**src/core/smx_pkg.sv**
```systemverilog
// package: constants for the stretched external memory access unit
package smx_pkg;
   // ---------------------------------------------------------------
   // special-function register addresses
   // ---------------------------------------------------------------
   localparam logic [7:0] ADDR_DATA_POINTER_LOW  = 8'h82;
   localparam logic [7:0] ADDR_DATA_POINTER_HIGH = 8'h83;
   localparam logic [7:0] ADDR_ALT_POINTER_LOW   = 8'h84;
   localparam logic [7:0] ADDR_ALT_POINTER_HIGH  = 8'h85;
   localparam logic [7:0] ADDR_POINTER_SELECT    = 8'h86;
   localparam logic [7:0] ADDR_CLOCK_STRETCH     = 8'h8e;

   // ---------------------------------------------------------------
   // field positions and reset values
   // ---------------------------------------------------------------
   localparam int         STRETCH_LSB         = 0;
   localparam int         STRETCH_MSB         = 2;
   localparam int         CONTROL_KEEP_MSB    = 5;
   localparam int         SELECT_BIT          = 0;
   localparam logic [7:0] RESET_CLOCK_STRETCH = 8'h01;
   localparam logic [7:0] RESET_POINTER_BYTE  = 8'h00;
   localparam logic       RESET_SELECT        = 1'b0;

   // ---------------------------------------------------------------
   // timing counts in input clocks, the move base in machine cycles
   // ---------------------------------------------------------------
   localparam int         CLKS_PER_CYCLE      = 4;
   localparam int         ALE_CLKS            = 2;
   localparam int         STROBE_START        = CLKS_PER_CYCLE;
   localparam int         STROBE_MIN_CLKS     = 2;
   localparam int         STROBE_STEP_CLKS    = 4;
   localparam int         MOVE_BASE_CYCLES    = 2;

   typedef enum logic [1:0] {
      SMX_IDLE,
      SMX_FETCH,
      SMX_MOVE
   } smx_state_e;
endpackage : smx_pkg

```
**src/core/smx_phase_if.sv**
```systemverilog
// interface: machine-cycle phase carried from the phase generator
`timescale 1ns/10ps
`default_nettype none
interface smx_phase_if;
   logic [1:0] phase;
   logic       cycle_last;

   modport gen (output phase, output cycle_last);
   modport use_phase (input phase, input cycle_last);
endinterface : smx_phase_if
`default_nettype wire

```
**src/core/smx_phase.sv**
```systemverilog
// module: machine-cycle phase generator, four clocks per cycle
`timescale 1ns/10ps
`default_nettype none
module smx_phase (
   input  wire logic  i_ref_clk,
   input  wire logic  i_reset,
   smx_phase_if.gen   ph
);
   logic [1:0] count;

   // ---------------------------------------------------------------
   // free-running phase counter
   // ---------------------------------------------------------------
   always_ff @(posedge i_ref_clk) begin
      if (i_reset) begin
         count <= 2'h0;
      end else begin
         count <= count + 2'h1; // wraps after four clocks
      end
   end

   assign ph.phase      = count;
   assign ph.cycle_last = (count == 2'(smx_pkg::CLKS_PER_CYCLE - 1));
endmodule : smx_phase
`default_nettype wire

```
**src/core/smx_top.sv**
```systemverilog
// module: external program fetch and stretched data move unit
`timescale 1ns/10ps
`default_nettype none
module smx_top (
   input  wire logic        i_ref_clk,
   input  wire logic        i_reset,
   // register port from the core
   input  wire logic [7:0]  i_sfr_addr,
   input  wire logic        i_sfr_wr,
   input  wire logic [7:0]  i_sfr_wdata,
   output logic      [7:0]  o_sfr_rdata,
   // program fetch request
   input  wire logic        i_fetch_req,
   input  wire logic [15:0] i_fetch_addr,
   // external data move request
   input  wire logic        i_move_req,
   input  wire logic        i_move_write,
   input  wire logic [7:0]  i_move_wdata,
   // answers to the core
   output logic             o_fetch_ack,
   output logic             o_move_ack,
   output logic             o_done,
   output logic             o_done_fetch,
   output logic      [7:0]  o_rdata,
   output logic             o_busy,
   // external pins
   output logic             o_ale,
   output logic             o_psen_n,
   output logic             o_rd_n,
   output logic             o_wr_n,
   input  wire logic [7:0]  i_address_data_port,
   output logic      [7:0]  o_address_data_port,
   output logic             o_address_data_port_oe,
   output logic      [7:0]  o_high_address_port
);
   // ---------------------------------------------------------------
   // declarations
   // ---------------------------------------------------------------
   smx_phase_if ph ();

   logic [7:0]         data_pointer_low;
   logic [7:0]         data_pointer_high;
   logic [7:0]         alt_pointer_low;
   logic [7:0]         alt_pointer_high;
   logic               pointer_selector;
   logic [5:0]         clock_and_stretch_control;

   smx_pkg::smx_state_e state;
   smx_pkg::smx_state_e next_state;
   logic [5:0]         cnt;
   logic [5:0]         next_cnt;
   logic [2:0]         move_stretch;
   logic [2:0]         next_stretch;
   logic [15:0]        addr;
   logic [15:0]        next_addr;
   logic               write_move;
   logic               next_write;
   logic [7:0]         wdata;
   logic [7:0]         next_wdata;
   logic [5:0]         last_cnt;
   logic [5:0]         strobe_clks;
   logic               at_last;
   logic               can_start;
   logic               take_move;
   logic               take_fetch;
   logic [2:0]         stretch_now;
   logic [15:0]        move_pointer;
   logic [5:0]         next_last;
   logic [5:0]         next_strobe;
   logic               next_ale;
   logic               next_psen_n;
   logic               next_rd_n;
   logic               next_wr_n;
   logic [7:0]         next_ad;
   logic               next_ad_oe;

   smx_phase u_phase (
      .i_ref_clk (i_ref_clk),
      .i_reset   (i_reset),
      .ph        (ph.gen)
   );

   // ---------------------------------------------------------------
   // register file
   // ---------------------------------------------------------------
   assign stretch_now  = clock_and_stretch_control[smx_pkg::STRETCH_MSB:smx_pkg::STRETCH_LSB];
   // the selector bit alone picks the pointer for moves
   assign move_pointer = pointer_selector ? {alt_pointer_high, alt_pointer_low}
                                          : {data_pointer_high, data_pointer_low};

   always_ff @(posedge i_ref_clk) begin
      if (i_reset) begin
         data_pointer_low  <= smx_pkg::RESET_POINTER_BYTE;
         data_pointer_high <= smx_pkg::RESET_POINTER_BYTE;
         alt_pointer_low   <= smx_pkg::RESET_POINTER_BYTE;
         alt_pointer_high  <= smx_pkg::RESET_POINTER_BYTE;
      end else if (i_sfr_wr) begin
         case (i_sfr_addr)
            smx_pkg::ADDR_DATA_POINTER_LOW:  data_pointer_low  <= i_sfr_wdata;
            smx_pkg::ADDR_DATA_POINTER_HIGH: data_pointer_high <= i_sfr_wdata;
            smx_pkg::ADDR_ALT_POINTER_LOW:   alt_pointer_low   <= i_sfr_wdata;
            smx_pkg::ADDR_ALT_POINTER_HIGH:  alt_pointer_high  <= i_sfr_wdata;
            default: ;
         endcase
      end
   end

   always_ff @(posedge i_ref_clk) begin
      if (i_reset) begin
         pointer_selector <= smx_pkg::RESET_SELECT;
      end else if (i_sfr_wr && i_sfr_addr == smx_pkg::ADDR_POINTER_SELECT) begin
         pointer_selector <= i_sfr_wdata[smx_pkg::SELECT_BIT];
      end
   end

   // timer-rate bits are stored for the core but steer nothing here
   always_ff @(posedge i_ref_clk) begin
      if (i_reset) begin
         clock_and_stretch_control <= smx_pkg::RESET_CLOCK_STRETCH[5:0];
      end else if (i_sfr_wr && i_sfr_addr == smx_pkg::ADDR_CLOCK_STRETCH) begin
         // writable at any time; a running move keeps its latched copy
         clock_and_stretch_control <= i_sfr_wdata[smx_pkg::CONTROL_KEEP_MSB:0];
      end
   end

   always_ff @(posedge i_ref_clk) begin
      if (i_reset) begin
         o_sfr_rdata <= 8'h00;
      end else begin
         case (i_sfr_addr)
            smx_pkg::ADDR_DATA_POINTER_LOW:  o_sfr_rdata <= data_pointer_low;
            smx_pkg::ADDR_DATA_POINTER_HIGH: o_sfr_rdata <= data_pointer_high;
            smx_pkg::ADDR_ALT_POINTER_LOW:   o_sfr_rdata <= alt_pointer_low;
            smx_pkg::ADDR_ALT_POINTER_HIGH:  o_sfr_rdata <= alt_pointer_high;
            smx_pkg::ADDR_POINTER_SELECT:    o_sfr_rdata <= {7'h00, pointer_selector};
            smx_pkg::ADDR_CLOCK_STRETCH:     o_sfr_rdata <= {2'h0, clock_and_stretch_control};
            default:                         o_sfr_rdata <= 8'h00;
         endcase
      end
   end

   // ---------------------------------------------------------------
   // access sequencing
   // ---------------------------------------------------------------
   // strobe width: two clocks at stretch zero, else four per step
   function automatic logic [5:0] strobe_of(input logic [2:0] s);
      if (s == 3'h0) begin
         strobe_of = 6'(smx_pkg::STROBE_MIN_CLKS);
      end else begin
         strobe_of = 6'(smx_pkg::STROBE_STEP_CLKS * s);
      end
   endfunction : strobe_of

   // move length: stretch plus two machine cycles
   function automatic logic [5:0] move_last_of(input logic [2:0] s);
      move_last_of = 6'(smx_pkg::CLKS_PER_CYCLE * (s + smx_pkg::MOVE_BASE_CYCLES) - 1);
   endfunction : move_last_of

   assign strobe_clks = strobe_of(move_stretch);
   assign last_cnt    = (state == smx_pkg::SMX_MOVE) ? move_last_of(move_stretch)
                                                     : 6'(smx_pkg::CLKS_PER_CYCLE - 1);
   assign at_last     = (state != smx_pkg::SMX_IDLE) && (cnt == last_cnt);
   // accesses begin only on a machine-cycle boundary
   assign can_start   = ph.cycle_last && (state == smx_pkg::SMX_IDLE || at_last);
   assign take_move   = can_start && i_move_req;
   // a move request wins over a fetch, and a fetch waits out any running stretched move
   assign take_fetch  = can_start && i_fetch_req && !i_move_req;

   always_comb begin
      next_state   = state;
      next_cnt     = cnt + 6'h01;
      next_stretch = move_stretch;
      next_addr    = addr;
      next_write   = write_move;
      next_wdata   = wdata;
      if (take_move) begin
         next_state   = smx_pkg::SMX_MOVE;
         next_cnt     = 6'h00;
         next_stretch = stretch_now;
         next_addr    = move_pointer;
         next_write   = i_move_write;
         next_wdata   = i_move_wdata;
      end else if (take_fetch) begin
         next_state   = smx_pkg::SMX_FETCH;
         next_cnt     = 6'h00;
         next_addr    = i_fetch_addr;
         next_write   = 1'b0;
      end else if (at_last || state == smx_pkg::SMX_IDLE) begin
         next_state   = smx_pkg::SMX_IDLE;
         next_cnt     = 6'h00;
      end
   end

   always_ff @(posedge i_ref_clk) begin
      if (i_reset) begin
         state        <= smx_pkg::SMX_IDLE;
         cnt          <= 6'h00;
         move_stretch <= smx_pkg::RESET_CLOCK_STRETCH[2:0];
         addr         <= 16'h0000;
         write_move   <= 1'b0;
         wdata        <= 8'h00;
      end else begin
         state        <= next_state;
         cnt          <= next_cnt;
         move_stretch <= next_stretch;
         addr         <= next_addr;
         write_move   <= next_write;
         wdata        <= next_wdata;
      end
   end

   // ---------------------------------------------------------------
   // pin values for the coming clock
   // ---------------------------------------------------------------
   assign next_strobe = strobe_of(next_stretch);
   assign next_last   = (next_state == smx_pkg::SMX_MOVE) ? move_last_of(next_stretch)
                                                          : 6'(smx_pkg::CLKS_PER_CYCLE - 1);

   always_comb begin
      next_ale    = 1'b0;
      next_psen_n = 1'b1;
      next_rd_n   = 1'b1;
      next_wr_n   = 1'b1;
      next_ad     = 8'h00;
      next_ad_oe  = 1'b0;
      case (next_state)
         smx_pkg::SMX_FETCH: begin
            if (next_cnt < 6'(smx_pkg::ALE_CLKS)) begin
               next_ale   = 1'b1;
               next_ad    = next_addr[7:0];
               next_ad_oe = 1'b1;
            end else begin
               next_psen_n = 1'b0; // two fixed clocks, never stretched
            end
         end
         smx_pkg::SMX_MOVE: begin
            if (next_cnt < 6'(smx_pkg::ALE_CLKS)) begin
               next_ale   = 1'b1;
               next_ad    = next_addr[7:0];
               next_ad_oe = 1'b1;
            end else if (next_cnt >= 6'(smx_pkg::STROBE_START)) begin
               if (next_cnt < 6'(smx_pkg::STROBE_START) + next_strobe) begin
                  next_rd_n = next_write;
                  next_wr_n = !next_write;
               end
               // write data stays until the move's last clock as hold time
               if (next_write && next_cnt <= next_last) begin
                  next_ad    = next_wdata;
                  next_ad_oe = 1'b1;
               end
            end
         end
         default: ;
      endcase
   end

   always_ff @(posedge i_ref_clk) begin
      if (i_reset) begin
         o_ale                  <= 1'b0;
         o_psen_n               <= 1'b1;
         o_rd_n                 <= 1'b1;
         o_wr_n                 <= 1'b1;
         o_address_data_port    <= 8'h00;
         o_address_data_port_oe <= 1'b0;
      end else begin
         o_ale                  <= next_ale;
         o_psen_n               <= next_psen_n;
         o_rd_n                 <= next_rd_n;
         o_wr_n                 <= next_wr_n;
         o_address_data_port    <= next_ad;
         o_address_data_port_oe <= next_ad_oe;
      end
   end

   // high byte holds between accesses, as a plain latch port would
   always_ff @(posedge i_ref_clk) begin
      if (i_reset) begin
         o_high_address_port <= 8'h00;
      end else if (next_state != smx_pkg::SMX_IDLE) begin
         o_high_address_port <= next_addr[15:8];
      end
   end

   // ---------------------------------------------------------------
   // answers to the core
   // ---------------------------------------------------------------
   always_ff @(posedge i_ref_clk) begin
      if (i_reset) begin
         o_fetch_ack <= 1'b0;
         o_move_ack  <= 1'b0;
         o_busy      <= 1'b0;
      end else begin
         o_fetch_ack <= take_fetch;
         o_move_ack  <= take_move;
         o_busy      <= (next_state != smx_pkg::SMX_IDLE);
      end
   end

   // read data is caught on the strobe's last clock; the part must be
   // valid by then, there is no ready input to wait longer
   always_ff @(posedge i_ref_clk) begin
      if (i_reset) begin
         o_rdata <= 8'h00;
      end else if (state == smx_pkg::SMX_FETCH && at_last) begin
         o_rdata <= i_address_data_port;
      end else if (state == smx_pkg::SMX_MOVE && !write_move
                   && cnt == 6'(smx_pkg::STROBE_START) + strobe_clks - 6'h01) begin
         o_rdata <= i_address_data_port;
      end
   end

   always_ff @(posedge i_ref_clk) begin
      if (i_reset) begin
         o_done       <= 1'b0;
         o_done_fetch <= 1'b0;
      end else begin
         o_done       <= at_last;
         o_done_fetch <= at_last && (state == smx_pkg::SMX_FETCH);
      end
   end
endmodule : smx_top
`default_nettype wire

```
**config.mk**
```make
export PLATFORM = sky130hd
export DESIGN_NAME = smx_top
export DESIGN_NICKNAME = d
export VERILOG_FILES = /design/src/core/smx_pkg.sv /design/src/core/smx_phase_if.sv /design/src/core/smx_phase.sv /design/src/core/smx_top.sv
export SDC_FILE = /design/constraint.sdc
export NUM_CORES = 1
export LEC_CHECK = 0
export ABC_CLOCK_PERIOD_IN_PS = 7500
export BUFFER_PORTS_ARGS = -buffer_cell sky130_fd_sc_hd__buf_2
export CORE_ASPECT_RATIO = 1.75
export CORE_UTILIZATION = 33
export DETAILED_ROUTE_END_ITERATION = 8
export SKIP_CTS_REPAIR_TIMING = 1
export SLEW_MARGIN = 20
export SYNTH_ARGS = -nofsm -noshare
export SYNTH_HDL_FRONTEND = slang
export SYNTH_HIERARCHICAL = 1
export SYNTH_SLANG_ARGS = --single-unit
```
**constraint.sdc**
```tcl
create_clock -name i_ref_clk -period 7.5 [get_ports i_ref_clk]
set_input_delay 1.125 -clock i_ref_clk [delete_from_list [all_inputs] [get_ports i_ref_clk]]
set_output_delay 1.125 -clock i_ref_clk [all_outputs]
set_load 0.01 [all_outputs]
```
==> results.sh <==
export IMPL_grt_pass1_vias=4929
export IMPL_multi_input_area_sq_mm=0.00301
export IMPL_maxSlewHeadroom=0.274
export IMPL_htree_levels=4
export IMPL_cts_sinks=119
export IMPL_grt_setup_unrepaired="false"
export IMPL_cellPowerDensity_mw_per_mm2=233
export IMPL_final_nets=822
export IMPL_gp_congestion=0.893
export IMPL_status="finished clean"
export IMPL_crit_type="register to register"
export IMPL_fp_dieH_microns=175
export IMPL_ff2ff_setup_slack_ns=2.07
export IMPL_ys_seq_area_frac=0.422
export IMPL_cts_tree="done"
export IMPL_path_clk_slew_ns=0.06
export IMPL_coreArea_sq_mm=0.0166
export IMPL_cap_violations=0
export IMPL_crit_family="compound AO/OA/AOI/OAI gates"
export IMPL_grt_start_max_net_pins=65
export IMPL_synth_edf_count=0
export IMPL_async_flop_share=0
export IMPL_clockPowerShare=0.551
export IMPL_synth_nets=750
export IMPL_leakagePower_nw=2.80
export IMPL_dr_first_iter_drc_count=250
export IMPL_critPathRequiredTime_ns=7.85
export IMPL_fmax_mhz=184
export IMPL_fin_skew_ns=0.0112
export IMPL_finalCritPeriodShare=0.724
export IMPL_grt_ovfl_total=0
export IMPL_yosys_warnings=6
export IMPL_synth_seq_cells=119
export IMPL_pin_count=96
export IMPL_peakVddDrop_v=0.000113
export IMPL_rows=62
export IMPL_hold_viol=0
export IMPL_finalMaxSlewViolations=0
export IMPL_diodes=0
export IMPL_cpMaxStageDelayCell="o41a_1"
export IMPL_postSynthCellCount=673
export IMPL_synth_cell_types=57
export IMPL_dp_hpwl_microns=11500
export IMPL_drive_gt1_frac=0.193
export IMPL_viasPerCell=5.13
export IMPL_setup_viol=0
export IMPL_start_util=0.340
export IMPL_pwr_share_comb=0.048
export IMPL_fin_crit_ns=5.43
export IMPL_placedCellCount=950
export IMPL_finalSetupTns_ns=0
export IMPL_avgSynthCellArea_sq_um=8.38
export IMPL_worst_path_buf_inv=1
export IMPL_die_area_sq_mm=0.0176
export IMPL_track_usage=0.190
export IMPL_path_cells="ha_1 -> and3b_1 -> o31a_1 -> or3_1 -> o41a_1 -> mux2i_2 -> inv_1 -> ha_1 -> nand2b_1 -> ha_1 -> a21o_1 -> a21o_1 -> a21oi_1 -> o211ai_1 -> o32ai_2 -> o211a_1"
export IMPL_syn_area_sq_mm=0.00564
export IMPL_synth_top_area_share=0.422
export IMPL_nFillCells=1741
export IMPL_cp_max_fo=20
export IMPL_setup_worst_path_end_class="register"
export IMPL_syn_to_final_growth_pct=22.1
export IMPL_switching_power_w=0.000361
export IMPL_synthFlopType="dfxtp_1"
export IMPL_ff_latch_area_sq_mm=0.00238
export IMPL_route_detailed_drc=0
export IMPL_worst_setup_path_start_kind="register"
export IMPL_slowest_delay_ns=0.89
export IMPL_dr_total_vias=5036
export IMPL_wirelength_microns=16100
export IMPL_grt_pass1_wl_microns=25500
export IMPL_switching_share=0.224
export IMPL_antenna_found_initial=0
export IMPL_hold_start="u_phase/ph.phase[0]"
export IMPL_clk_latency_ns=0.41
export IMPL_die_w_microns=101
export IMPL_min_to="u_phase/ph.phase[0]"
export IMPL_whs_path_depth=1
export IMPL_instances_no_fill=982
export IMPL_cpMostUsedCell="ha_1"
export IMPL_first_pass_iters=6
export IMPL_cp_arrival_ns=5.78
export IMPL_r2r_end="o_address_data_port[5]"
export IMPL_reg2reg_from="move_stretch[1]"
export IMPL_p_int_w=0.00125
export IMPL_wl_per_cell_microns=16.4
export IMPL_port_buffers=95
export IMPL_worstMarginPinSlew_ns=1.09
export IMPL_root_buffer="clkbuf_16"
export IMPL_hold_path_class="register to register"
export IMPL_worstRegToRegCells=16
export IMPL_antenna_left=0
export IMPL_synth_commonest_cells="119 x dfxtp_1, 98 x nand2_1, 72 x nor2_1, 56 x a21oi_1, 44 x nand3_1"
export IMPL_synthTopCellsByArea="dfxtp_1 42%, nand2_1 6.5%, ha_1 5.1%, a21oi_1 5.0%, mux2i_1 4.8%"
export IMPL_synth_largest_area_cell="dfxtp_1"
export IMPL_synth_most_common_cell="dfxtp_1"
export IMPL_cts_buffer_depth=2
export IMPL_cts_buffers=17
export IMPL_p_seq_frac=0.401
## registers in the layout, indices dropped and copies added (netlist names), 2 cells and up
signal and flops:
wdata 8, o_sfr_rdata 8, u_phase/ph.phase 2, addr 16, move_stretch 3, alt_pointer_high 8, cnt 6, o_rdata 8
o_high_address_port 8, o_address_data_port 8, clock_and_stretch_control 6, data_pointer_high 8, state 2, alt_pointer_low 8, data_pointer_low 8
## through the flow
step                      worst slack, ns  total power [W]  area (sq um)  hold WS [ns]  utilization
after floorplan                      3.00         0.000701          5640         0.390            -
after global placement               2.02         0.000736          6240         0.402        0.376
after detailed placement             1.92         0.000736          6240         0.404        0.376
after CTS                            2.04          0.00162          6890         0.412        0.415
after global routing                 1.64          0.00166          6890         0.457        0.415
final                                2.07          0.00161          6890         0.413        0.415
## area by class of cell
cell class	count	share of cell area
Clock buffer	20	0.0663
Clock inverter	12	0.0272
Tap cell	224	0.0407
Timing Repair Buffer	101	0.0759
Inverter	14	0.00763
Multi-Input combinational cell	492	0.436
Sequential cell	119	0.346
## placed cells by master, fill, tap and decap left out, types with 9 or more instances in the layout
| cell type | synthesis | layout |
|---|---|---|
| dfxtp_1 | 119 | 119 |
| nand2_1 | 98 | 98 |
| buf_2 | 6 | 94 |
| nor2_1 | 72 | 72 |
| a21oi_1 | 56 | 56 |
| nand3_1 | 44 | 44 |
| mux2i_1 | 27 | 27 |
| nor3_1 | 24 | 24 |
| ha_1 | 23 | 23 |
| clkbuf_16 | 0 | 17 |
| a211oi_1 | 15 | 15 |
| inv_1 | 13 | 13 |
| a31oi_1 | 12 | 12 |
| o21ai_0 | 10 | 10 |
| xor2_1 | 9 | 9 |
| a221oi_1 | 9 | 9 |
## power by group through the flow
stage / clock (W) / combinational [W] / sequential [W]
CTS: 0.000901 / 0.0000776 / 0.000645
floorplan: 0 / 0.0000407 / 0.000660
detailed placement: 0 / 0.0000772 / 0.000659
global placement: 0 / 0.0000773 / 0.000659
global route: 0.000932 / 0.0000844 / 0.000646
finish: 0.000885 / 0.0000768 / 0.000645
## how the worst max path moves through the flow
| stage | slack, ns | depth (start not counted) | to | start |
|---|---|---|---|---|
| 6_report | 2.07 | 16 | o_address_data_port[5] | move_stretch[1] |
| 4_1_cts | 2.04 | 16 | o_address_data_port[6] | move_stretch[1] |
| 5_1_grt | 1.64 | 16 | o_address_data_port[5] | move_stretch[1] |
| 3_3_place_gp | 2.02 | 16 | o_address_data_port[0] | i_move_req |
| 2_1_floorplan | 3.00 | 19 | o_address_data_port[0] | move_stretch[1] |
| 3_5_place_dp | 1.92 | 16 | o_address_data_port[5] | i_move_req |
## kinds of logic after synthesis
logic type | Yosys count | synth area share
XOR/XNOR | 11 | 0.0171
multiplexers | 31 | 0.0563
adder cells (fa/ha/maj) | 23 | 0.0510
AND/OR/NAND/NOR | 278 | 0.224
flip-flops | 119 | 0.422
AO/OA/AOI/OAI | 149 | 0.183
buffers and inverters | 62 | 0.0466
## layer usage
metal  share of wire  track usage
met5               0            0
met4           0.051        0.114
met3           0.042       0.0356
met2            0.52        0.336
met1            0.39        0.206
(Power assumes the default switching activity.)
